### config.mk
export PLATFORM = sky130hd
export DESIGN_NAME = ffoc_top
export DESIGN_NICKNAME = d
export VERILOG_FILES = /design/src/pkg/ffoc_pkg.sv /design/src/rtl/ffoc_top.sv /design/src/rtl/ffoc_pin_sync.sv
export SDC_FILE = /design/constraint.sdc
export NUM_CORES = 1
export LEC_CHECK = 0
export BUFFER_PORTS_ARGS = -buffer_cell sky130_fd_sc_hd__buf_2
export CAP_MARGIN = 20
export CORE_MARGIN = 2
export CORE_UTILIZATION = 30
export DETAILED_ROUTE_END_ITERATION = 8
export PLACE_DENSITY = 0.56
export SLEW_MARGIN = 5
export SYNTH_ARGS = -nofsm -noshare
export SYNTH_HDL_FRONTEND = slang
export SYNTH_SLANG_ARGS = --single-unit
### constraint.sdc
create_clock -name CLK -period 3.2 [get_ports CLK]
set_input_delay 0.64 -clock CLK [delete_from_list [all_inputs] [get_ports CLK]]
set_output_delay 0.64 -clock CLK [all_outputs]
set_load 0.005 [all_outputs]
### src/pkg/ffoc_pkg.sv
// Purpose: Shared constants and types for the FIFO flag and offset control block
// Assumes: Fixed depth of 16384 words, 14-bit offsets, 9-bit offset data path
// Notes:   Sync pin bit positions are shared by the top and its pin synchroniser
package ffoc_pkg;

  // ----------------------------------------------------------------------
  // Depth, counts and offsets
  // ----------------------------------------------------------------------
  localparam int            CNT_W        = 15;
  localparam int            OFS_W        = 14;
  localparam logic [14:0]   DEPTH_W      = 15'h4000;
  localparam logic [14:0]   HALF_W       = 15'h2000;
  localparam logic [13:0]   DEF_EMPTY_OF = 14'h007f;
  localparam logic [13:0]   DEF_FULL_OF  = 14'h007f;
  localparam logic [4:0]    SER_LAST     = 5'h1b;
  localparam logic [4:0]    SER_FULL_LSB = 5'h0e;
  localparam int            DIN_W        = 9;
  localparam int            LO_W         = 8;
  localparam int            HI_W         = 6;

  // ----------------------------------------------------------------------
  // Synchronised pin positions
  // ----------------------------------------------------------------------
  localparam int            P_WCLK   = 0;
  localparam int            P_RCLK   = 1;
  localparam int            P_WEN    = 2;
  localparam int            P_REN    = 3;
  localparam int            P_LOAD   = 4;
  localparam int            P_SEN    = 5;
  localparam int            P_MRS    = 6;
  localparam int            P_TSEL   = 7;
  localparam int            P_DATA   = 8;
  localparam int            SYNC_W   = 17;
  localparam logic [16:0]   SYNC_RST = 17'h000bf;

  // ----------------------------------------------------------------------
  // AXI4-Lite register map
  // ----------------------------------------------------------------------
  localparam int            ADDR_W      = 8;
  localparam logic [7:0]    A_CONFIG    = 8'h00;
  localparam logic [7:0]    A_STATUS    = 8'h04;
  localparam logic [7:0]    A_COUNT     = 8'h08;
  localparam logic [7:0]    A_EMPTY_OF  = 8'h0c;
  localparam logic [7:0]    A_FULL_OF   = 8'h10;
  localparam logic [1:0]    RESP_OKAY   = 2'h0;
  localparam logic [1:0]    RESP_SLVERR = 2'h2;
  localparam int            CFG_FIRST_WORD_FALLTHROUGH_MODE    = 0;
  localparam logic          CFG_RST     = 1'h0;

  // ----------------------------------------------------------------------
  // Types
  // ----------------------------------------------------------------------
  typedef enum logic [1:0] {
    FFOC_EMPTY_LO = 2'b00,
    FFOC_EMPTY_HI = 2'b01,
    FFOC_FULL_LO  = 2'b10,
    FFOC_FULL_HI  = 2'b11
  } ffoc_step_t;

  typedef struct packed {
    logic full_n;
    logic empty_n;
    logic half_n;
    logic af_n;
    logic ae_n;
  } ffoc_flags_t;

  typedef struct packed {
    logic first_word_fallthrough_mode;
    logic sync_tm;
    logic serial;
  } ffoc_mode_t;

  localparam ffoc_flags_t FLAGS_RST = 5'h16;
  localparam ffoc_mode_t  MODE_RST  = 3'h2;

endpackage

### src/rtl/ffoc_top.sv
// Purpose: Status flags and offset programming control for a 16384-word FIFO
// Assumes: WCLK and RCLK are slow pins sampled by CLK; memory array lives elsewhere
// Notes:   Offsets also readable over AXI4-Lite; mode bits fixed at master reset
// Behaviour
// - Almost-flag timing choice is captured during master reset and then held
// - Timing select high at master reset gives synchronous almost flags
// - Synchronous almost-full changes only on write clock edges
// - Synchronous almost-empty changes only on read clock edges
// - Timing select low at master reset gives asynchronous almost flags
// - Asynchronous almost-full falls on write edge, rises on read edge
// - Standard mode: half-full low while count exceeds half depth
// - Standard mode: almost-full low from depth minus full offset to full
// - Standard mode: full flag low at depth words, blocking writes
// - Standard mode: almost-empty high above empty offset; empty low at zero
// - Fall-through mode: half-full threshold moves up one word
// - Fall-through mode: almost-full one word later; input-ready high at depth plus one
// - Fall-through mode: almost-empty low to offset plus one; output-ready high at zero
// - Load low, write enable low: write clock steps four offset parts in
// - Load low, read enable low: read clock presents four offset parts out
// - Load low, serial enable low: one offset bit per write clock edge
// - Serial or parallel programming choice is fixed at master reset
// - Parallel read-back works in either programming choice
// - Offset programming is the same in both flag modes
//
// Design decisions made here: the register addresses and the AXI4-Lite interface to the registers.
`timescale 1ns/100ps
module ffoc_top (
  input  wire logic                        CLK,
  input  wire logic                        RESET_N,
  input  wire logic                        WCLK,
  input  wire logic                        RCLK,
  input  wire logic                        WRITE_EN_N,
  input  wire logic                        READ_EN_N,
  input  wire logic                        OFFSET_LOAD_N,
  input  wire logic                        SERIAL_SHIFT_EN_N,
  input  wire logic                        MASTER_RESET_N,
  input  wire logic                        FLAG_TIMING_SELECT,
  input  wire logic [ffoc_pkg::DIN_W-1:0]  DATA_IN,
  output logic      [ffoc_pkg::DIN_W-1:0]  DATA_OUT,
  output logic                             FULL_FLAG_N,
  output logic                             EMPTY_FLAG_N,
  output logic                             HALF_FULL_N,
  output logic                             ALMOST_FULL_N,
  output logic                             ALMOST_EMPTY_N,
  input  wire logic [ffoc_pkg::ADDR_W-1:0] S_AXI_AWADDR,
  input  wire logic                        S_AXI_AWVALID,
  output logic                             S_AXI_AWREADY,
  input  wire logic [31:0]                 S_AXI_WDATA,
  input  wire logic [3:0]                  S_AXI_WSTRB,
  input  wire logic                        S_AXI_WVALID,
  output logic                             S_AXI_WREADY,
  output logic      [1:0]                  S_AXI_BRESP,
  output logic                             S_AXI_BVALID,
  input  wire logic                        S_AXI_BREADY,
  input  wire logic [ffoc_pkg::ADDR_W-1:0] S_AXI_ARADDR,
  input  wire logic                        S_AXI_ARVALID,
  output logic                             S_AXI_ARREADY,
  output logic      [31:0]                 S_AXI_RDATA,
  output logic      [1:0]                  S_AXI_RRESP,
  output logic                             S_AXI_RVALID,
  input  wire logic                        S_AXI_RREADY
);

  // ----------------------------------------------------------------------
  // Pin synchronisation
  // ----------------------------------------------------------------------
  logic [ffoc_pkg::SYNC_W-1:0] pin_lvl;
  logic [ffoc_pkg::SYNC_W-1:0] pin_rise;

  ffoc_pin_sync u_sync (
    .CLK      (CLK),
    .RESET_N  (RESET_N),
    .pin_in   ({DATA_IN, FLAG_TIMING_SELECT, MASTER_RESET_N, SERIAL_SHIFT_EN_N,
                OFFSET_LOAD_N, READ_EN_N, WRITE_EN_N, RCLK, WCLK}),
    .pin_lvl  (pin_lvl),
    .pin_rise (pin_rise)
  );

  // Pin aliases after the synchroniser
  wire                       wclk_rise = pin_rise[ffoc_pkg::P_WCLK];
  wire                       rclk_rise = pin_rise[ffoc_pkg::P_RCLK];
  wire                       wen_n     = pin_lvl[ffoc_pkg::P_WEN];
  wire                       ren_n     = pin_lvl[ffoc_pkg::P_REN];
  wire                       load_n    = pin_lvl[ffoc_pkg::P_LOAD];
  wire                       sen_n     = pin_lvl[ffoc_pkg::P_SEN];
  wire                       mrs_act   = ~pin_lvl[ffoc_pkg::P_MRS];
  wire                       tsel      = pin_lvl[ffoc_pkg::P_TSEL];
  wire [ffoc_pkg::DIN_W-1:0] din       = pin_lvl[ffoc_pkg::P_DATA +: ffoc_pkg::DIN_W];

  // ----------------------------------------------------------------------
  // State
  // ----------------------------------------------------------------------
  ffoc_pkg::ffoc_mode_t   mode_q;
  ffoc_pkg::ffoc_flags_t  flags_q;
  ffoc_pkg::ffoc_flags_t  flags_d;
  ffoc_pkg::ffoc_step_t   wstep_q;
  ffoc_pkg::ffoc_step_t   rstep_q;
  logic                   cfg_first_word_fallthrough_mode_q;
  logic [14:0]            cnt_q;
  logic [14:0]            cnt_d;
  logic [13:0]            eofs_q;
  logic [13:0]            fofs_q;
  logic [4:0]             ser_idx_q;
  logic [8:0]             dout_q;
  logic [8:0]             dout_d;

  // ----------------------------------------------------------------------
  // Command decode
  // ----------------------------------------------------------------------
  // Capacity grows by the output register in fall-through mode
  wire [14:0] cap    = mode_q.first_word_fallthrough_mode ? ffoc_pkg::DEPTH_W + 15'h0001 : ffoc_pkg::DEPTH_W;
  wire [14:0] adj    = {14'h0000, mode_q.first_word_fallthrough_mode};
  wire        run    = ~mrs_act;
  wire        mem_wr = run & wclk_rise & load_n & ~wen_n & (cnt_q != cap);
  wire        mem_rd = run & rclk_rise & load_n & ~ren_n & (cnt_q != 15'h0000);
  wire        par_wr = run & wclk_rise & ~load_n & ~wen_n & ren_n & sen_n
                       & ~mode_q.serial;
  wire        par_rd = run & rclk_rise & ~load_n & wen_n & ~ren_n & sen_n;
  wire        ser_sh = run & wclk_rise & ~load_n & wen_n & ren_n & ~sen_n
                       & mode_q.serial;
  wire        ser_lo = ser_idx_q < ffoc_pkg::SER_FULL_LSB;
  wire [3:0]  ser_b  = ser_lo ? ser_idx_q[3:0] : 4'(ser_idx_q - ffoc_pkg::SER_FULL_LSB);

  // Word count, cleared by master reset; a write and a read together cancel
  always_comb begin
    cnt_d = cnt_q;
    if (mrs_act) begin
      cnt_d = 15'h0000;
    end else if (mem_wr && !mem_rd) begin
      cnt_d = cnt_q + 15'h0001;
    end else if (mem_rd && !mem_wr) begin
      cnt_d = cnt_q - 15'h0001;
    end
  end

  // ----------------------------------------------------------------------
  // Flag thresholds, evaluated on the count after this cycle's event
  // ----------------------------------------------------------------------
  wire full_c  = cnt_d == cap;
  wire empty_c = cnt_d == 15'h0000;
  wire half_c  = cnt_d > (ffoc_pkg::HALF_W + adj);
  wire af_c    = cnt_d >= (cap - {1'b0, fofs_q});
  wire ae_c    = cnt_d <= ({1'b0, eofs_q} + adj);

  // Sync mode samples only its own clock; async mode sets and clears on opposite clocks
  wire af_sync = wclk_rise ? ~af_c : flags_q.af_n;
  wire ae_sync = rclk_rise ? ~ae_c : flags_q.ae_n;
  wire af_asyn = (wclk_rise & af_c) ? 1'b0 :
                 (rclk_rise & ~af_c) ? 1'b1 : flags_q.af_n;
  wire ae_asyn = (rclk_rise & ae_c) ? 1'b0 :
                 (wclk_rise & ~ae_c) ? 1'b1 : flags_q.ae_n;

  // Standard pins use full/empty, fall-through pins use input-ready/output-ready
  always_comb begin
    flags_d.full_n  = mode_q.first_word_fallthrough_mode ? full_c : ~full_c;
    flags_d.empty_n = mode_q.first_word_fallthrough_mode ? empty_c : ~empty_c;
    flags_d.half_n  = ~half_c;
    flags_d.af_n    = mode_q.sync_tm ? af_sync : af_asyn;
    flags_d.ae_n    = mode_q.sync_tm ? ae_sync : ae_asyn;
    if (mrs_act) begin
      flags_d.af_n  = 1'b1;
      flags_d.ae_n  = 1'b0;
    end
  end

  // Offset part presented by a parallel read
  always_comb begin
    case (rstep_q)
      ffoc_pkg::FFOC_EMPTY_LO: dout_d = {1'b0, eofs_q[7:0]};
      ffoc_pkg::FFOC_EMPTY_HI: dout_d = {3'h0, eofs_q[13:8]};
      ffoc_pkg::FFOC_FULL_LO:  dout_d = {1'b0, fofs_q[7:0]};
      default:                 dout_d = {3'h0, fofs_q[13:8]};
    endcase
  end

  // ----------------------------------------------------------------------
  // Mode capture, count and flags
  // ----------------------------------------------------------------------
  // Modes follow the pins and the config bit only while master reset is held
  always_ff @(posedge CLK) begin
    if (!RESET_N) begin
      mode_q <= ffoc_pkg::MODE_RST;
    end else if (mrs_act) begin
      mode_q <= '{first_word_fallthrough_mode: cfg_first_word_fallthrough_mode_q, sync_tm: tsel, serial: load_n};
    end
  end

  always_ff @(posedge CLK) begin
    if (!RESET_N) begin
      cnt_q   <= 15'h0000;
      flags_q <= ffoc_pkg::FLAGS_RST;
    end else begin
      cnt_q   <= cnt_d;
      flags_q <= flags_d;
    end
  end

  // ----------------------------------------------------------------------
  // Offset registers and programming pointers
  // ----------------------------------------------------------------------
  // Hazard: a bench mixing serial and parallel loads gets no warning; one is simply ignored
  always_ff @(posedge CLK) begin
    if (!RESET_N || mrs_act) begin
      eofs_q    <= ffoc_pkg::DEF_EMPTY_OF;
      fofs_q    <= ffoc_pkg::DEF_FULL_OF;
      wstep_q   <= ffoc_pkg::FFOC_EMPTY_LO;
      ser_idx_q <= 5'h00;
    end else if (par_wr) begin
      case (wstep_q)
        ffoc_pkg::FFOC_EMPTY_LO: eofs_q[7:0]  <= din[7:0];
        ffoc_pkg::FFOC_EMPTY_HI: eofs_q[13:8] <= din[5:0];
        ffoc_pkg::FFOC_FULL_LO:  fofs_q[7:0]  <= din[7:0];
        default:                 fofs_q[13:8] <= din[5:0];
      endcase
      wstep_q <= ffoc_pkg::ffoc_step_t'(wstep_q + 2'h1);
    end else if (ser_sh) begin
      if (ser_lo) begin
        eofs_q[ser_b] <= din[0];
      end else begin
        fofs_q[ser_b] <= din[0];
      end
      ser_idx_q <= (ser_idx_q == ffoc_pkg::SER_LAST) ? 5'h00 : ser_idx_q + 5'h01;
    end
  end

  always_ff @(posedge CLK) begin
    if (!RESET_N || mrs_act) begin
      rstep_q <= ffoc_pkg::FFOC_EMPTY_LO;
      dout_q  <= 9'h000;
    end else if (par_rd) begin
      rstep_q <= ffoc_pkg::ffoc_step_t'(rstep_q + 2'h1);
      dout_q  <= dout_d;
    end
  end

  assign DATA_OUT       = dout_q;
  assign FULL_FLAG_N    = flags_q.full_n;
  assign EMPTY_FLAG_N   = flags_q.empty_n;
  assign HALF_FULL_N    = flags_q.half_n;
  assign ALMOST_FULL_N  = flags_q.af_n;
  assign ALMOST_EMPTY_N = flags_q.ae_n;

  // ----------------------------------------------------------------------
  // AXI4-Lite slave
  // ----------------------------------------------------------------------
  logic [7:0]  awaddr_q;
  logic [31:0] wdata_q;
  logic [3:0]  wstrb_q;
  logic        awready_q;
  logic        wready_q;
  logic        bvalid_q;
  logic [1:0]  bresp_q;
  logic        arready_q;
  logic        rvalid_q;
  logic [31:0] rdata_q;
  logic [1:0]  rresp_q;

  // Write fires once both halves are held and no response is pending
  wire        aw_ok   = S_AXI_AWVALID & awready_q;
  wire        w_ok    = S_AXI_WVALID & wready_q;
  wire        wr_go   = ~awready_q & ~wready_q & ~bvalid_q;
  wire        wr_cfg  = awaddr_q == ffoc_pkg::A_CONFIG;
  wire        ar_ok   = S_AXI_ARVALID & arready_q;
  wire [31:0] status  = {24'h000000, mode_q, flags_q};
  wire        rd_hit  = (S_AXI_ARADDR == ffoc_pkg::A_CONFIG) | (S_AXI_ARADDR == ffoc_pkg::A_STATUS)
                      | (S_AXI_ARADDR == ffoc_pkg::A_COUNT) | (S_AXI_ARADDR == ffoc_pkg::A_EMPTY_OF)
                      | (S_AXI_ARADDR == ffoc_pkg::A_FULL_OF);
  wire [31:0] rd_mux  = (S_AXI_ARADDR == ffoc_pkg::A_CONFIG)   ? {31'h0, cfg_first_word_fallthrough_mode_q} :
                        (S_AXI_ARADDR == ffoc_pkg::A_STATUS)   ? status :
                        (S_AXI_ARADDR == ffoc_pkg::A_COUNT)    ? {17'h00000, cnt_q} :
                        (S_AXI_ARADDR == ffoc_pkg::A_EMPTY_OF) ? {18'h00000, eofs_q} :
                        (S_AXI_ARADDR == ffoc_pkg::A_FULL_OF)  ? {18'h00000, fofs_q} : 32'h0;

  always_ff @(posedge CLK) begin
    if (!RESET_N) begin
      awready_q <= 1'b1;
      wready_q  <= 1'b1;
      bvalid_q  <= 1'b0;
      bresp_q   <= ffoc_pkg::RESP_OKAY;
      awaddr_q  <= 8'h00;
      wdata_q   <= 32'h0;
      wstrb_q   <= 4'h0;
      cfg_first_word_fallthrough_mode_q <= ffoc_pkg::CFG_RST;
    end else begin
      if (aw_ok) begin
        awaddr_q  <= S_AXI_AWADDR;
        awready_q <= 1'b0;
      end
      if (w_ok) begin
        wdata_q  <= S_AXI_WDATA;
        wstrb_q  <= S_AXI_WSTRB;
        wready_q <= 1'b0;
      end
      if (wr_go) begin
        bvalid_q <= 1'b1;
        bresp_q  <= wr_cfg ? ffoc_pkg::RESP_OKAY : ffoc_pkg::RESP_SLVERR;
        if (wr_cfg && wstrb_q[0]) begin
          cfg_first_word_fallthrough_mode_q <= wdata_q[ffoc_pkg::CFG_FIRST_WORD_FALLTHROUGH_MODE];
        end
      end
      if (bvalid_q && S_AXI_BREADY) begin
        bvalid_q  <= 1'b0;
        awready_q <= 1'b1;
        wready_q  <= 1'b1;
      end
    end
  end

  // Read answer follows the address by one cycle
  always_ff @(posedge CLK) begin
    if (!RESET_N) begin
      arready_q <= 1'b1;
      rvalid_q  <= 1'b0;
      rdata_q   <= 32'h0;
      rresp_q   <= ffoc_pkg::RESP_OKAY;
    end else if (ar_ok) begin
      arready_q <= 1'b0;
      rvalid_q  <= 1'b1;
      rdata_q   <= rd_mux;
      rresp_q   <= rd_hit ? ffoc_pkg::RESP_OKAY : ffoc_pkg::RESP_SLVERR;
    end else if (rvalid_q && S_AXI_RREADY) begin
      arready_q <= 1'b1;
      rvalid_q  <= 1'b0;
    end
  end

  assign S_AXI_AWREADY = awready_q;
  assign S_AXI_WREADY  = wready_q;
  assign S_AXI_BVALID  = bvalid_q;
  assign S_AXI_BRESP   = bresp_q;
  assign S_AXI_ARREADY = arready_q;
  assign S_AXI_RVALID  = rvalid_q;
  assign S_AXI_RDATA   = rdata_q;
  assign S_AXI_RRESP   = rresp_q;
endmodule

### src/rtl/ffoc_pin_sync.sv
// Purpose: Two-flop synchroniser plus rising-edge detect for every pin input
// Assumes: Pins change slowly against CLK (link clock 85 ns, CLK 5 ns)
// Notes:   First stage feeds only the second stage
`timescale 1ns/100ps
module ffoc_pin_sync (
  input  wire logic                        CLK,
  input  wire logic                        RESET_N,
  input  wire logic [ffoc_pkg::SYNC_W-1:0] pin_in,
  output logic      [ffoc_pkg::SYNC_W-1:0] pin_lvl,
  output logic      [ffoc_pkg::SYNC_W-1:0] pin_rise
);

  // ----------------------------------------------------------------------
  // Per-bit stages
  // ----------------------------------------------------------------------
  genvar i;
  generate
    for (i = 0; i < ffoc_pkg::SYNC_W; i = i + 1) begin : g_bit
      logic meta_q;
      logic sync_q;
      logic prev_q;
      // Reset to SYNC_RST: clock bits high, master reset asserted, so no false edge shows at release
      always_ff @(posedge CLK) begin
        if (!RESET_N) begin
          meta_q <= ffoc_pkg::SYNC_RST[i];
          sync_q <= ffoc_pkg::SYNC_RST[i];
          prev_q <= ffoc_pkg::SYNC_RST[i];
        end else begin
          meta_q <= pin_in[i];
          sync_q <= meta_q;
          prev_q <= sync_q;
        end
      end
      assign pin_lvl[i]  = sync_q;
      assign pin_rise[i] = sync_q & ~prev_q;
    end
  endgenerate

endmodule

Yosys cells after proc, flatten, opt, wreduce, memory -nomap -nowiden
Cells that the tools add are included.
- register bits after elaboration: 155
- bits of input ports: 76
- $add $sub $neg: 9
- $lt $le $gt $ge: 6
- eq/ne operators: 18
- multiplexer cells: 42
- bitwise operators: 54
- reduce and logical (&&, ||, !) cells: 32
- operator list (kind ; count):
    14-bit two-way mux ; 8
    15-bit two-way mux ; 6
    1-bit AND ; 32
    14-bit bitwise mux ; 2
    8-bit one-hot mux with 3 select lines ; 1
    1-bit inverter ; 18
    8-bit by 4-bit equality test with 1-bit output, second input constant ; 2
    8-bit zero test ; 2
    1-bit two-way mux ; 16
    8-bit two-way mux ; 2
    14-bit by 1-bit adder with 15-bit output ; 1
    14-bit by 1-bit adder with 15-bit output, first input constant ; 1
    15-bit by 1-bit adder with 15-bit output, second input constant ; 1
    15-bit equality test ; 1
    15-bit greater-or-equal comparator ; 1
    15-bit > comparator ; 1
    15-bit <= comparator ; 1
    15-bit zero test ; 1
    15-bit inequality test ; 1
    15-bit nonzero test ; 1
    15-bit by 1-bit subtractor with 15-bit output, second input constant ; 1
    15-bit by 14-bit subtractor with 15-bit output ; 1
    6-bit two-way mux ; 2
    3-bit AND reduction ; 4
    27 further kinds ; 54

Logic depth before layout (Yosys ltp)
Gate-level depths: netlist of run 1.
- depth after elaboration: 17
- mapped depth: 19

By module
Synthesis of run 1 repeated with hierarchy kept, for this count alone.
- cells, all modules: 1077
- area total of the unflattened synthesis: 8732.1 um^2
- modules (own cells, without submodules) (module ; times used ; cells an instance ; area an instance (um^2)):
    ffoc_top ; 1 ; 936 ; 7119.3
    ffoc_pin_sync ; 1 ; 141 ; 1612.8

Worst setup path after synthesis of run 1
Ideal clock, no wire load.
- path type: flip-flop to flip-flop
- start: register cnt_q[0]
- end: register flags_q (netlist bit ALMOST_FULL_N)
- library setup time: 0.087 ns
- arrival: 3.319 ns
- required time: 3.113 ns
- slack: -0.206 ns
- stages on the path, launching flop included: 19
- buffers on the path: 1
- clock period less this slack: 3.406 ns
- cells stage by stage: dfxtp_1 > clkbuf_1 > inv_1 > ha_1 > nor3b_1 > and4_2 > nor2_2 > o221ai_1 > and3_4 > ha_1 > nor2b_1 > o21a_1 > o21ai_0 > a31oi_1 > o21a_1 > o21a_1 > o2111ai_1 > a31oi_1 > o31ai_1
- longest elaborated chain between the ends: 12
- ends and longest elaborated chain (what ; RTL line ; source):
    from (decl) ; ffoc_top.sv:99 ; logic [14:0] cnt_q;
    from (signal assigned) ; ffoc_top.sv:193 ; cnt_q <= cnt_d;
    parallel branches: the longest is 5 deep, another holds 15-bit by 1-bit subtractor with 15-bit output ; -- ;
    15-bit two-way mux * ; ffoc_top.sv:129 ; end else if (mem_wr && !mem_rd) begin
    15-bit two-way mux * ; ffoc_top.sv:127 ; if (mrs_act) begin
    net cnt_d[1] ; ffoc_top.sv:100 ; logic [14:0] cnt_d;
    15-bit greater-or-equal comparator * ; ffoc_top.sv:142 ; wire af_c = cnt_d >= (cap - {1'b0, fofs_q});
    1-bit inverter ; ffoc_top.sv:146, ffoc_top.sv:149 ;
    1-bit AND ; ffoc_top.sv:149 ; (rclk_rise & ~af_c) ? 1'b1 : flags_q.af_n;
    3-bit nonzero test (no source line) ; -- ;
    2-bit AND reduction (no source line) ; -- ;
    to (signal assigned) ; ffoc_top.sv:191 ; flags_q <= ffoc_pkg::FLAGS_RST;
    to (signal assigned) ; ffoc_top.sv:194 ; flags_q <= flags_d;
    to (decl) ; ffoc_top.sv:94 ; ffoc_pkg::ffoc_flags_t flags_q;
Mark *: on every way through the listed nets, which the timed path passes. The select of a mux whose other input is x is not followed.
A chain may end at the register's enable or synchronous reset.

Worst setup path in the final report of run 1
- start: register cnt_q[11]
- end: register flags_q (netlist bit ALMOST_FULL_N)
Same word-level chain as after synthesis.

==> metrics.md, run 1 <==
| Metric | Value |
|---|---|
| Pwr Density | `397.4 mW/mm^2` |
| Synth Cell Area | `0.007915 mm^2` |
| Area share of the largest cell type after synthesis | `34.14%` |
| Top cells by area, synth | `dfxtp_1 34%, ha_1 7.4%, nand2_1 6.0%, a21oi_1 4.0%, nor2_1 4.0%` |
| Synthesis warning total | `0` |
| Startpoint types | `flop` |
| Initial antenna violation count | `0` |
| Setup Viol. Count Final | `4` |
| Post-synth EDFFs | `0` |
| Final wirelength | `25,440 um` |
| Via count | `7,510` |
| CORE AREA | `0.02598 mm^2` |
| # Max-Cap Violations | `0` |
| Nets | `1,272` |
| Worst-path fanout max | `3` |
| Syn Area/Cell | `8.068 um^2` |
| Internal Power | `3127 uW` |
| Final WS setup | `-0.1532 ns` |
| Post-DR vias/cell | `5.017` |
| DRC viols | `0` |
| Crit end category | `flop` |
| Chip Height | `166.4 um` |
| CTS Sinks | `135` |
| Max incr delay on CP | `0.55 ns` |
| Detailed Routing Iterations Pass 1 | `7` |
| Worst Path Required | `3.53 ns` |
| Clk root buf | `clkbuf_16` |
| Post-synthesis sequential area ratio | `34.14%` |
| Initial Util | `30.46%` |
| Reg2reg start | `cnt_q[11]$_SDFF_PN0_` |
| Hpwl dp | `19,150 um` |
| Most Frequent Cell on Critical Path | `buf_4` |
| Worst Tran Pin Value | `0.6662 ns` |
| ANT cells | `0` |
| DR iter-0 viols | `745` |
| Gate power share | `3.5%` |
| CP top delay family | `compound AO/OA/AOI/OAI gates` |
| Min Tclk post-route | `3.353 ns` |
| Slew HR | `55.59%` |
| CP Buf/Inv Count | `2` |
| Worst slack, placed | `-0.4189 ns` |
| Commonest cells after routing, fill and taps aside | `130 x dfxtp_1, 127 x nand2_1, 121 x buf_4` |
| Setup TNS | `-0.5233 ns` |
| Skew-Pair Late Insertion Delay | `0.43 ns` |
| CTS tree | `yes` |
| Slew Viols, Final | `0` |
| TritonCTS Buffers | `17` |
| Global-route usage over all layers | `18.13%` |
| H-tree lvl count | `4` |
| Most common cell after layout, fill and taps aside | `dfxtp_1` |
| Area grow syn2layout | `30.26%` |
| Reg2reg setup slack | `-0.15 ns` |
| Grt ovf | `0` |
| CTS Hold Bufs | `0` |
| Switching share of total power | `23.68%` |
| CP Cell Sequence | `buf_4 -> or4_1 -> o41a_1 -> a32oi_1 -> mux2i_1 -> buf_4 -> ha_1 -> and3_1 -> o2111ai_2 -> a31oi_1 -> o31ai_1` |
| DIE AREA | `0.02770 mm^2` |
| Failing checks | `setup timing` |
| Crit path launch | `cnt_q[11]$_SDFF_PN0_` |
| Pleak | `0.004258 uW` |
| Maximum clock rate | `0.2982 GHz` |
| Post-synth top area cell | `dfxtp_1` |
| Crit-path slowest cell | `or4_1` |
| Vias in the first global route | `7,025` |
| Row cnt | `59` |
| Power share of the sequential group | `42.4%` |
| Routed Antenna Nets | `0` |
| Hold crit path type | `in -> reg` |
| Routability congestion estimate | `0.8795` |
| Final Hold Vio Count | `0` |
| Max clock buf depth | `2` |
| Status | `finished, violations left` |
| Peak VDD IR | `0.0003198 V` |
| P_sw | `970.2 uW` |
| Fin Clk Skew | `0.01085 ns` |
| # IOs | `131` |
| Crit path DAT | `3.69 ns` |
| Synth Instances | `981` |
| Clock power frac | `54.1%` |
| Layout cell share with drive strength beyond 1 | `25.99%` |
| Buffers on Ports | `75` |
| Tcrit/Tclk final | `104.8%` |
| First-pass GRT wire length | `39,650 um` |
| Clock transition at the registers of the reported paths | `0.07 ns` |
| Die width | `166.4 um` |
| Synth cell types | `74` |
| Ys async rst share | `0%` |
| Wirelength per Cell | `17.00 um` |
| CP Class | `reg -> reg` |
| Hold Path Origin | `READ_EN_N` |
| Pin count of the biggest net entering global routing | `35` |
| Synth Register Bits | `135` |
| RSZ-0062 raised after global routing | `yes` |
| Main flop type after synthesis | `dfxtp_1` |
==> repair_timing <==
| item | 4_1_cts | 5_1_grt |
|---|---|---|
| endpoints found under the setup margin | 4 | 5 |
| setup buffers | 8 | 3 |
| pin swaps | 22 | 28 |
| gates resized for setup | 32 | 28 |
==> through the flow <==
stage / total power, uW / hold WS, ns / area, um^2 / instances / util, %
detailed placement: 1921 / 0.3964 / 9295 / 1455 / 35.77
finish: 4097 / 0.3930 / 10310 / 1497 / 39.68
global placement: 1919 / 0.3936 / 9295 / 1455 / 35.77
floorplan: 1872 / 0.3863 / 8008 / 1000 / -
global route: 4210 / 0.3982 / 10310 / 1497 / 39.68
CTS: 4118 / 0.3924 / 10150 / 1495 / 39.06
==> registers in the layout (all words and copies together) (netlist names), 2 cells and up <==
signal               count
eofs_q                  14
awaddr_q                 8
u_sync.g_bit.sync_q     16
ser_idx_q                5
u_sync.g_bit.meta_q     16
wstep_q                  2
DATA_OUT                 8
mode_q                   2
S_AXI_RDATA             15
rstep_q                  2
fofs_q                  14
cnt_q                   15
u_sync.g_bit.prev_q      2
==> power groups by stage <==
stage | logic, uW | registers [uW] | clock network (uW)
after floorplan | 104 | 1770 | 0
after global placement | 144 | 1770 | 0
after detailed placement | 145 | 1780 | 0
after CTS | 146 | 1740 | 2230
after global routing | 164 | 1740 | 2300
final | 144 | 1740 | 2220
==> synth_stat cells, types with 6 or more instances <==
| library cell | count |
|---|---|
| a21oi_1 | 64 |
| nand2b_1 | 25 |
| a221oi_1 | 6 |
| dfxtp_1 | 135 |
| a31oi_1 | 9 |
| xnor2_1 | 18 |
| nand4_1 | 7 |
| nor3_1 | 29 |
| nor2b_1 | 13 |
| ha_1 | 47 |
| mux2i_1 | 28 |
| nor4_1 | 7 |
| clkbuf_1 | 38 |
| and2_1 | 35 |
| a22oi_1 | 17 |
| buf_4 | 21 |
| a222oi_1 | 6 |
| nor4b_1 | 6 |
| and3_1 | 7 |
| nor2_1 | 85 |
| nand3_1 | 52 |
| inv_1 | 24 |
| o21a_1 | 9 |
| xor2_1 | 18 |
| o21ai_0 | 52 |
| nand2_1 | 127 |
==> layout make-up <==
class	count	area, um^2
Tap cell	335	419.2
Fill cell	2646	15680
Clock buffer	18	439.2
Inverter	25	93.84
Clock inverter	14	212.7
Multi-Input combinational cell	770	5105
Timing Repair Buffer	200	1329
Sequential cell	135	2711
==> worst reg2reg max path: cells and delay by family (launching register included) <==
family | cells | cell delay, ns
simple gates | 2 | 0.74
fa+ha+maj | 1 | 0.24
compound gates | 5 | 1.04
buf+inv | 2 | 0.39
mux | 1 | 0.49
flops | 1 | 0.36
==> worst paths after layout <==
| path | to | cells past startpoint |
|---|---|---|
| worst min-delay path | u_sync.g_bit[3].meta_q$_SDFF_PN1_ | 2 |
| worst min register to register | u_sync.g_bit[5].sync_q$_SDFF_PN1_ | 1 |
| worst max register to register | ALMOST_FULL_N$_SDFFE_PN1P_ | 11 |
| worst max-delay path | ALMOST_FULL_N$_SDFFE_PN1P_ | 11 |
==> cells by family (layout without fill, tap and decap cells) <==
family          after synthesis  count (layout)  synth area share, %
compound gates              205             205                16.76
other cells                   1              20              0.04738
flops                       135             135                34.14
buf+inv                      95             257                6.038
mux                          31              31                3.999
xor+xnor                     36              36                3.984
simple gates                431             431                27.60
fa+ha+maj                    47              47                7.430
==> per-layer routing <==
metal  routed length [um]  global-route usage, %  vias to the layer above
li1                     -                      -                     3780
met1                11910                  24.64                     3509
met2                11920                  29.54                      187
met3                 1071                  2.614                       34
met4                  544                  6.109                        0
met5                    0                      0                        -
No activity file was read; power rests on OpenSTA's default activity.
==> run 2, diff against run 1 <==
CORE_ASPECT_RATIO = 0.6   (was default)
==> run 2 against run 1 <==
- the flow still finishes with violations (setup timing)
- highest routed layer unchanged
- via count increased by 4.0%
- clock-buffer cell count unchanged
- total power decreased by 7.6%
- combinational power increased by 6%
- register-to-register slack got worse by 0.11 ns
- die area increased by 0.16%
- fmax decreased by 3.2%
==> metrics.md, run 2 (synthesis gave the netlist of run 1 again) <==
| Metric | Value |
|---|---|
| Status | `finished, violations left (unchanged)` |
| Failing checks | `setup timing (unchanged)` |
| Detailed Routing Iterations Pass 1 | `7 (unchanged)` |
| Worst slack, placed | `-0.3957 ns (was -0.4189 ns)` |
| H-tree lvl count | `4 (unchanged)` |
| Buffers on Ports | `75 (unchanged)` |
| Pwr Density | `366.7 mW/mm^2 (was 397.4 mW/mm^2)` |
| P_sw | `977.6 uW (was 970.2 uW)` |
| Hpwl dp | `20,870 um (was 19,150 um)` |
| Routed Antenna Nets | `0 (unchanged)` |
| Worst Path Required | `3.56 ns (was 3.53 ns)` |
| Clk root buf | `clkbuf_16 (unchanged)` |
| Post-DR vias/cell | `5.147 (was 5.017)` |
| Pleak | `0.004249 uW (was 0.004258 uW)` |
| Die width | `213.7 um (was 166.4 um)` |
| Initial Util | `30.90% (was 30.46%)` |
| Crit path DAT | `3.82 ns (was 3.69 ns)` |
| Hold crit path type | `in -> reg (unchanged)` |
| Filler cell count | `2,587 (was 2,646)` |
| Setup Viol. Count Final | `3 (was 4)` |
| Power share of the sequential group | `45.9% (was 42.4%)` |
| Final wirelength | `27,320 um (was 25,440 um)` |
| CTS Sinks | `135 (unchanged)` |
| # Max-Cap Violations | `0 (unchanged)` |
| DRC viols | `0 (unchanged)` |
| Most common cell after layout, fill and taps aside | `dfxtp_1 (unchanged)` |
| # IOs | `131 (unchanged)` |
| Worst Tran Pin Value | `0.7837 ns (was 0.6662 ns)` |
| Clock power frac | `50.0% (was 54.1%)` |
| Nets | `1,276 (was 1,272)` |
| Vias in the first global route | `7,149 (was 7,025)` |
| Area grow syn2layout | `30.49% (was 30.26%)` |
| CORE AREA | `0.02562 mm^2 (was 0.02598 mm^2)` |
| Clock transition at the registers of the reported paths | `0.07 ns (about the same)` |
| Row cnt | `45 (was 59)` |
| Peak VDD IR | `0.0003264 V (was 0.0003198 V)` |
| Internal Power | `2810 uW (was 3127 uW)` |
| Commonest cells after routing, fill and taps aside | `127 x dfxtp_1, 126 x nand2_1, 126 x buf_4 (was 130 x dfxtp_1, 127 x nand2_1, 121 x buf_4)` |
| Chip Height | `129.8 um (was 166.4 um)` |
| Crit end category | `flop (unchanged)` |
| Slew HR | `47.30% (was 55.59%)` |
| Placement Cell Area | `0.009359 mm^2 (was 0.009295 mm^2)` |
| DR iter-0 viols | `853 (was 745)` |
| Final instance area | `0.01033 mm^2 (was 0.01031 mm^2)` |
| DIE AREA | `0.02774 mm^2 (was 0.02770 mm^2)` |
| RSZ-0062 raised after global routing | `yes (unchanged)` |
| Final Hold Vio Count | `0 (unchanged)` |
| Switching share of total power | `25.81% (was 23.68%)` |
| Tcrit/Tclk final | `108.2% (was 104.8%)` |
| Worst hold margin | `0.3799 ns (was 0.3930 ns)` |
| Gate power share | `4.0% (was 3.5%)` |
| Max clock buf depth | `2 (unchanged)` |
| Pin count of the biggest net entering global routing | `39 (was 35)` |
| First-pass GRT wire length | `41,320 um (was 39,650 um)` |
| Startpoint types | `flop (unchanged)` |
| Fin Clk Skew | `0.008320 ns (was 0.01085 ns)` |
| TritonCTS Buffers | `17 (unchanged)` |
| Setup TNS | `-0.5697 ns (was -0.5233 ns)` |
| Via count | `7,813 (was 7,510)` |
| ANT cells | `0 (unchanged)` |
| Routability congestion estimate | `0.9964 (was 0.8795)` |
| Grt ovf | `0 (unchanged)` |
| Slew Viols, Final | `0 (unchanged)` |
| CTS Hold Bufs | `0 (unchanged)` |
| Final Power | `3787 uW (was 4097 uW)` |
| Min Tclk post-route | `3.463 ns (was 3.353 ns)` |
| Maximum clock rate | `0.2888 GHz (was 0.2982 GHz)` |
| Final WS setup | `-0.2626 ns (was -0.1532 ns)` |
| Skew-Pair Late Insertion Delay | `0.43 ns (about the same)` |
| Global-route usage over all layers | `19.78% (was 18.13%)` |
| Initial antenna violation count | `0 (unchanged)` |
| Wirelength per Cell | `18.00 um (was 17.00 um)` |
| CTS tree | `yes (unchanged)` |
| Worst-path fanout max | `5 (was 3)` |
| CP Class | `reg -> reg (unchanged)` |
| Top Registers | `u_sync.g_bit.meta_q (16), u_sync.g_bit.sync_q (16) (unchanged)` |
| Layout cell share with drive strength beyond 1 | `27.02% (was 25.99%)` |
## run 2: through the flow
| step | instances | util (%) |
|---|---|---|
| 5_1_grt | 1518 | 40.32 |
| 3_5_place_dp | 1476 | 36.53 |
| 6_report | 1518 | 40.32 |
| 2_1_floorplan | 1000 | - |
| 3_3_place_gp | 1476 | 36.53 |
| 4_1_cts | 1514 | 39.60 |
## run 2: final cells by class
cell class | count | area (um^2) | share of cell area, %
multi-input combinational | 770 | 5164 | 49.99
sequential | 135 | 2713 | 26.26
timing repair buffer | 204 | 1364 | 13.20
tap | 352 | 440.4 | 4.264
clock buffer | 18 | 439.2 | 4.252
clock inverter | 14 | 115.1 | 1.114
inverter | 25 | 93.84 | 0.9085
## run 2: critical path: stages, from the launching register on
cell	delay [ns]
dfxtp_1	0.31
nand4b_1	0.19
buf_4	0.19
or2_2	0.34
nor2_4	0.23
o221ai_1	0.16
and3_4	0.21
ha_4	0.24
nor2b_2	0.15
o21a_1	0.18
o21ai_2	0.12
a31oi_2	0.11
o21a_1	0.19
o21a_1	0.18
o2111ai_2	0.21
a31oi_4	0.15
o31ai_1	0.21
## run 2: power by group through the flow
stage | combinational (uW) | clock [uW] | sequential (uW)
global route | 173 | 2000 | 1740
CTS | 151 | 1920 | 1740
global placement | 148 | 0 | 1780
finish | 153 | 1890 | 1740
detailed placement | 150 | 0 | 1780
floorplan | 104 | 0 | 1770
## run 2: final timing paths
| check | start | cells after the start | to | slack (ns) |
|---|---|---|---|---|
| setup / recovery | u_sync.g_bit[1].prev_q$_SDFF_PN1_ | 16 | ALMOST_FULL_N$_SDFFE_PN1P_ | -0.26 |
| hold / removal | RCLK | 2 | u_sync.g_bit[1].meta_q$_SDFF_PN1_ | 0.38 |
| setup reg to reg | u_sync.g_bit[1].prev_q$_SDFF_PN1_ | 16 | ALMOST_FULL_N$_SDFFE_PN1P_ | -0.26 |
| hold reg to reg | u_sync.g_bit[0].meta_q$_SDFF_PN1_ | 1 | u_sync.g_bit[0].sync_q$_SDFF_PN1_ | 0.41 |
## run 2: timing repair
action                                 CTS  global route
endpoints found under the hold margin    0             0
gates resized for setup                 43            29
setup endpoints to repair                4             5
pin swaps                               20            17
buffers inserted                         6             4
cloned                                   0             0
## run 2: metal layers
metal,global-route usage (%),vias up,wire (um)
met3,6.835,22,3290
met4,4.453,0,342
met5,0,-,0
li1,-,3790,-
met2,24.73,343,10110
met1,31.11,3658,13580
==> run 3, diff against run 2 <==
PLACE_DENSITY = 0.51   (was 0.56)
==> run 3 against run 2 <==
- the run still ends with setup timing left
- largest power group unchanged
- critical endpoint is now ALMOST_EMPTY_N$_SDFFE_PN0P_
- final area grew 0.80%
- clock-buffer cell count shrank 1
- clock power grew 5%
- global-route usage grew 0.72 points
- critical path type unchanged
==> metrics.md, run 3 (synthesis gave the netlist of run 1 again) <==
| Metric | Value |
|---|---|
| Most common cell after layout, fill and taps aside | `buf_4 (was dfxtp_1)` |
| Startpoint types | `flop (unchanged)` |
| Failing checks | `setup timing (unchanged)` |
| Placed cells | `1,488 (was 1,476)` |
| Max clock buf depth | `2 (unchanged)` |
| Status | `finished, violations left (unchanged)` |
| Clock transition at the registers of the reported paths | `0.07 ns (about the same)` |
| Most Frequent Cell on Critical Path | `a21oi_2 (was o21a_1)` |
| Row cnt | `45 (unchanged)` |
| Max incr delay on CP | `0.59 ns (was 0.34 ns)` |
| Buffers on Ports | `75 (unchanged)` |
| CP top delay family | `compound AO/OA/AOI/OAI gates (unchanged)` |
| H-tree lvl count | `4 (unchanged)` |
| Area grow syn2layout | `31.54% (was 30.49%)` |
| Layout cell share with drive strength beyond 1 | `27.23% (was 27.02%)` |
| Post-route insts no fill | `1,527 (was 1,518)` |
| # IOs | `131 (unchanged)` |
| First-pass GRT wire length | `41,990 um (was 41,320 um)` |
| DR iter-0 viols | `749 (was 853)` |
| Via count | `7,632 (was 7,813)` |
| Worst slack, placed | `-0.4040 ns (was -0.3957 ns)` |
| Crit-path slowest cell | `dfxtp_1 (was or2_2)` |
| Hold crit path type | `in -> reg (unchanged)` |
| Setup Viol. Count Final | `3 (unchanged)` |
| Peak VDD IR | `0.0004702 V (was 0.0003264 V)` |
| Initial Util | `30.90% (unchanged)` |
| Wirelength per Cell | `18.21 um (was 18.00 um)` |
| CTS Hold Bufs | `0 (unchanged)` |
| Grt ovf | `0 (unchanged)` |
| ANT cells | `0 (unchanged)` |
| Commonest cells after routing, fill and taps aside | `134 x buf_4, 127 x dfxtp_1, 127 x nand2_1 (was 127 x dfxtp_1, 126 x nand2_1, 126 x buf_4)` |
| M1 GR Usage | `32.16% (was 31.11%)` |
| CP Buf/Inv Count | `1 (unchanged)` |
| CORE AREA | `0.02562 mm^2 (unchanged)` |
| Final Hold Vio Count | `0 (unchanged)` |
| Global route hottest layer | `met1 (unchanged)` |
| # Max-Cap Violations | `0 (unchanged)` |
| Nets | `1,285 (was 1,276)` |
| Final core utilization | `40.64% (was 40.32%)` |
| Tcrit/Tclk final | `106.5% (was 108.2%)` |
| Post-DR vias/cell | `4.998 (was 5.147)` |
| Global-route usage over all layers | `20.50% (was 19.78%)` |
| CTS tree | `yes (unchanged)` |
| DIE AREA | `0.02774 mm^2 (unchanged)` |
| CP Class | `reg -> reg (unchanged)` |
| Die width | `213.7 um (unchanged)` |
| CTS Sinks | `135 (unchanged)` |
| TritonCTS Buffers | `17 (unchanged)` |
| Worst Tran Pin Value | `0.7229 ns (was 0.7837 ns)` |
| RSZ-0062 raised after global routing | `yes (unchanged)` |
| Maximum clock rate | `0.2934 GHz (was 0.2888 GHz)` |
| Skew-Pair Late Insertion Delay | `0.44 ns (was 0.43 ns)` |
| Routability congestion estimate | `0.9840 (was 0.9964)` |
| Min Tclk post-route | `3.409 ns (was 3.463 ns)` |
| Fin Clk Skew | `0.01369 ns (was 0.008320 ns)` |
| DRC viols | `0 (unchanged)` |
| Worst Path Required | `3.53 ns (was 3.56 ns)` |
| Crit path DAT | `3.74 ns (was 3.82 ns)` |
| Final WS setup | `-0.2085 ns (was -0.2626 ns)` |
| Met2 usage | `25.53% (was 24.73%)` |
| Pwr Density | `372.8 mW/mm^2 (was 366.7 mW/mm^2)` |
| Pleak | `0.004305 uW (was 0.004249 uW)` |
| Chip Height | `129.8 um (unchanged)` |
| Crit end category | `flop (unchanged)` |
| Detailed Routing Iterations Pass 1 | `7 (unchanged)` |
| CP Cell Sequence | `and4_1 -> nand2_1 -> a2111oi_4 -> a41oi_1 -> mux2i_1 -> ha_1 -> a21oi_1 -> o21bai_1 -> a21o_1 -> a21oi_2 -> buf_4 -> o21ai_2 -> nor2_1 -> a21oi_2 -> a21oi_2 -> nor3_1 (was nand4b_1 -> buf_4 -> or2_2 -> nor2_4 -> o221ai_1 -> and3_4 -> ha_4 -> nor2b_2 -> o21a_1 -> o21ai_2 -> a31oi_2 -> o21a_1 -> o21a_1 -> o2111ai_2 -> a31oi_4 -> o31ai_1)` |
| Routed Antenna Nets | `0 (unchanged)` |
| Slew HR | `51.41% (was 47.30%)` |
| Slew Viols, Final | `0 (unchanged)` |
| Clk root buf | `clkbuf_16 (unchanged)` |
| Initial antenna violation count | `0 (unchanged)` |
| Worst-path fanout max | `5 (unchanged)` |
| Top Registers | `u_sync.g_bit.meta_q (16), u_sync.g_bit.sync_q (16) (unchanged)` |
| Vias in the first global route | `7,111 (was 7,149)` |
| Global-route track usage on met3 | `7.894% (was 6.835%)` |
| Hpwl dp | `21,840 um (was 20,870 um)` |
| Pin count of the biggest net entering global routing | `38 (was 39)` |
| Final wirelength | `27,800 um (was 27,320 um)` |
[run 3: through the flow]
step / TNS, ns / total power, uW / instance area, um^2 / hold WS, ns
final: -0.4957 / 3882 / 10410 / 0.3785
after global routing: -1.038 / 4039 / 10410 / 0.3655
after CTS: -0.4507 / 3927 / 10260 / 0.3641
after detailed placement: -1.214 / 1925 / 9437 / 0.3924
after global placement: -1.187 / 1922 / 9437 / 0.3957
after floorplan: -0.02528 / 1872 / 8008 / 0.3863
[run 3: timing repair]
item	CTS	global route
endpoints found under the setup margin	5	5
pin swaps	13	15
hold endpoints to repair	0	0
gates resized for setup	44	30
setup buffers	6	1
[run 3: final cells by class]
| class | count | area, um^2 |
|---|---|---|
| repair buffers | 213 | 1426 |
| clock buffers | 17 | 425.4 |
| flip-flops and latches | 135 | 2713 |
| fillers | 2622 | 15210 |
| clock inverters | 15 | 162.7 |
| multi-input cells | 770 | 5150 |
| inverters | 25 | 93.84 |
| well taps | 352 | 440.4 |
[run 3: final timing paths]
path                                        to  depth (start not counted)  slack, ns                         startpoint
max                ALMOST_EMPTY_N$_SDFFE_PN0P_                         16      -0.21                cnt_q[5]$_SDFF_PN0_
min reg2reg  u_sync.g_bit[1].sync_q$_SDFF_PN1_                          1       0.40  u_sync.g_bit[1].meta_q$_SDFF_PN1_
min          u_sync.g_bit[3].meta_q$_SDFF_PN1_                          2       0.38                          READ_EN_N
max reg2reg        ALMOST_EMPTY_N$_SDFFE_PN0P_                         16      -0.21                cnt_q[5]$_SDFF_PN0_
[run 3: power by group]
part	switching (uW)	total [uW]	internal [uW]
clock network	831	1990	1160
registers	22.8	1740	1720
logic	88.5	150	61.2
[run 3: worst register-to-register path, cell delays in order (launching register included)]
cell and delay [ns]:
dfxtp_1 0.59, and4_1 0.32, nand2_1 0.20, a2111oi_4 0.38
a41oi_1 0.10, mux2i_1 0.27, ha_1 0.30, a21oi_1 0.13
o21bai_1 0.07, a21o_1 0.20, a21oi_2 0.14, buf_4 0.15
o21ai_2 0.06, nor2_1 0.15, a21oi_2 0.09, a21oi_2 0.10
nor3_1 0.06
[run 3: metal layers]
metal	part of all wire (%)	wire length [um]	vias up
li1	-	-	3803
met1	52	14390	3520
met2	36	10110	293
met3	11	3109	16
met4	0.71	197	0
met5	0	0	-
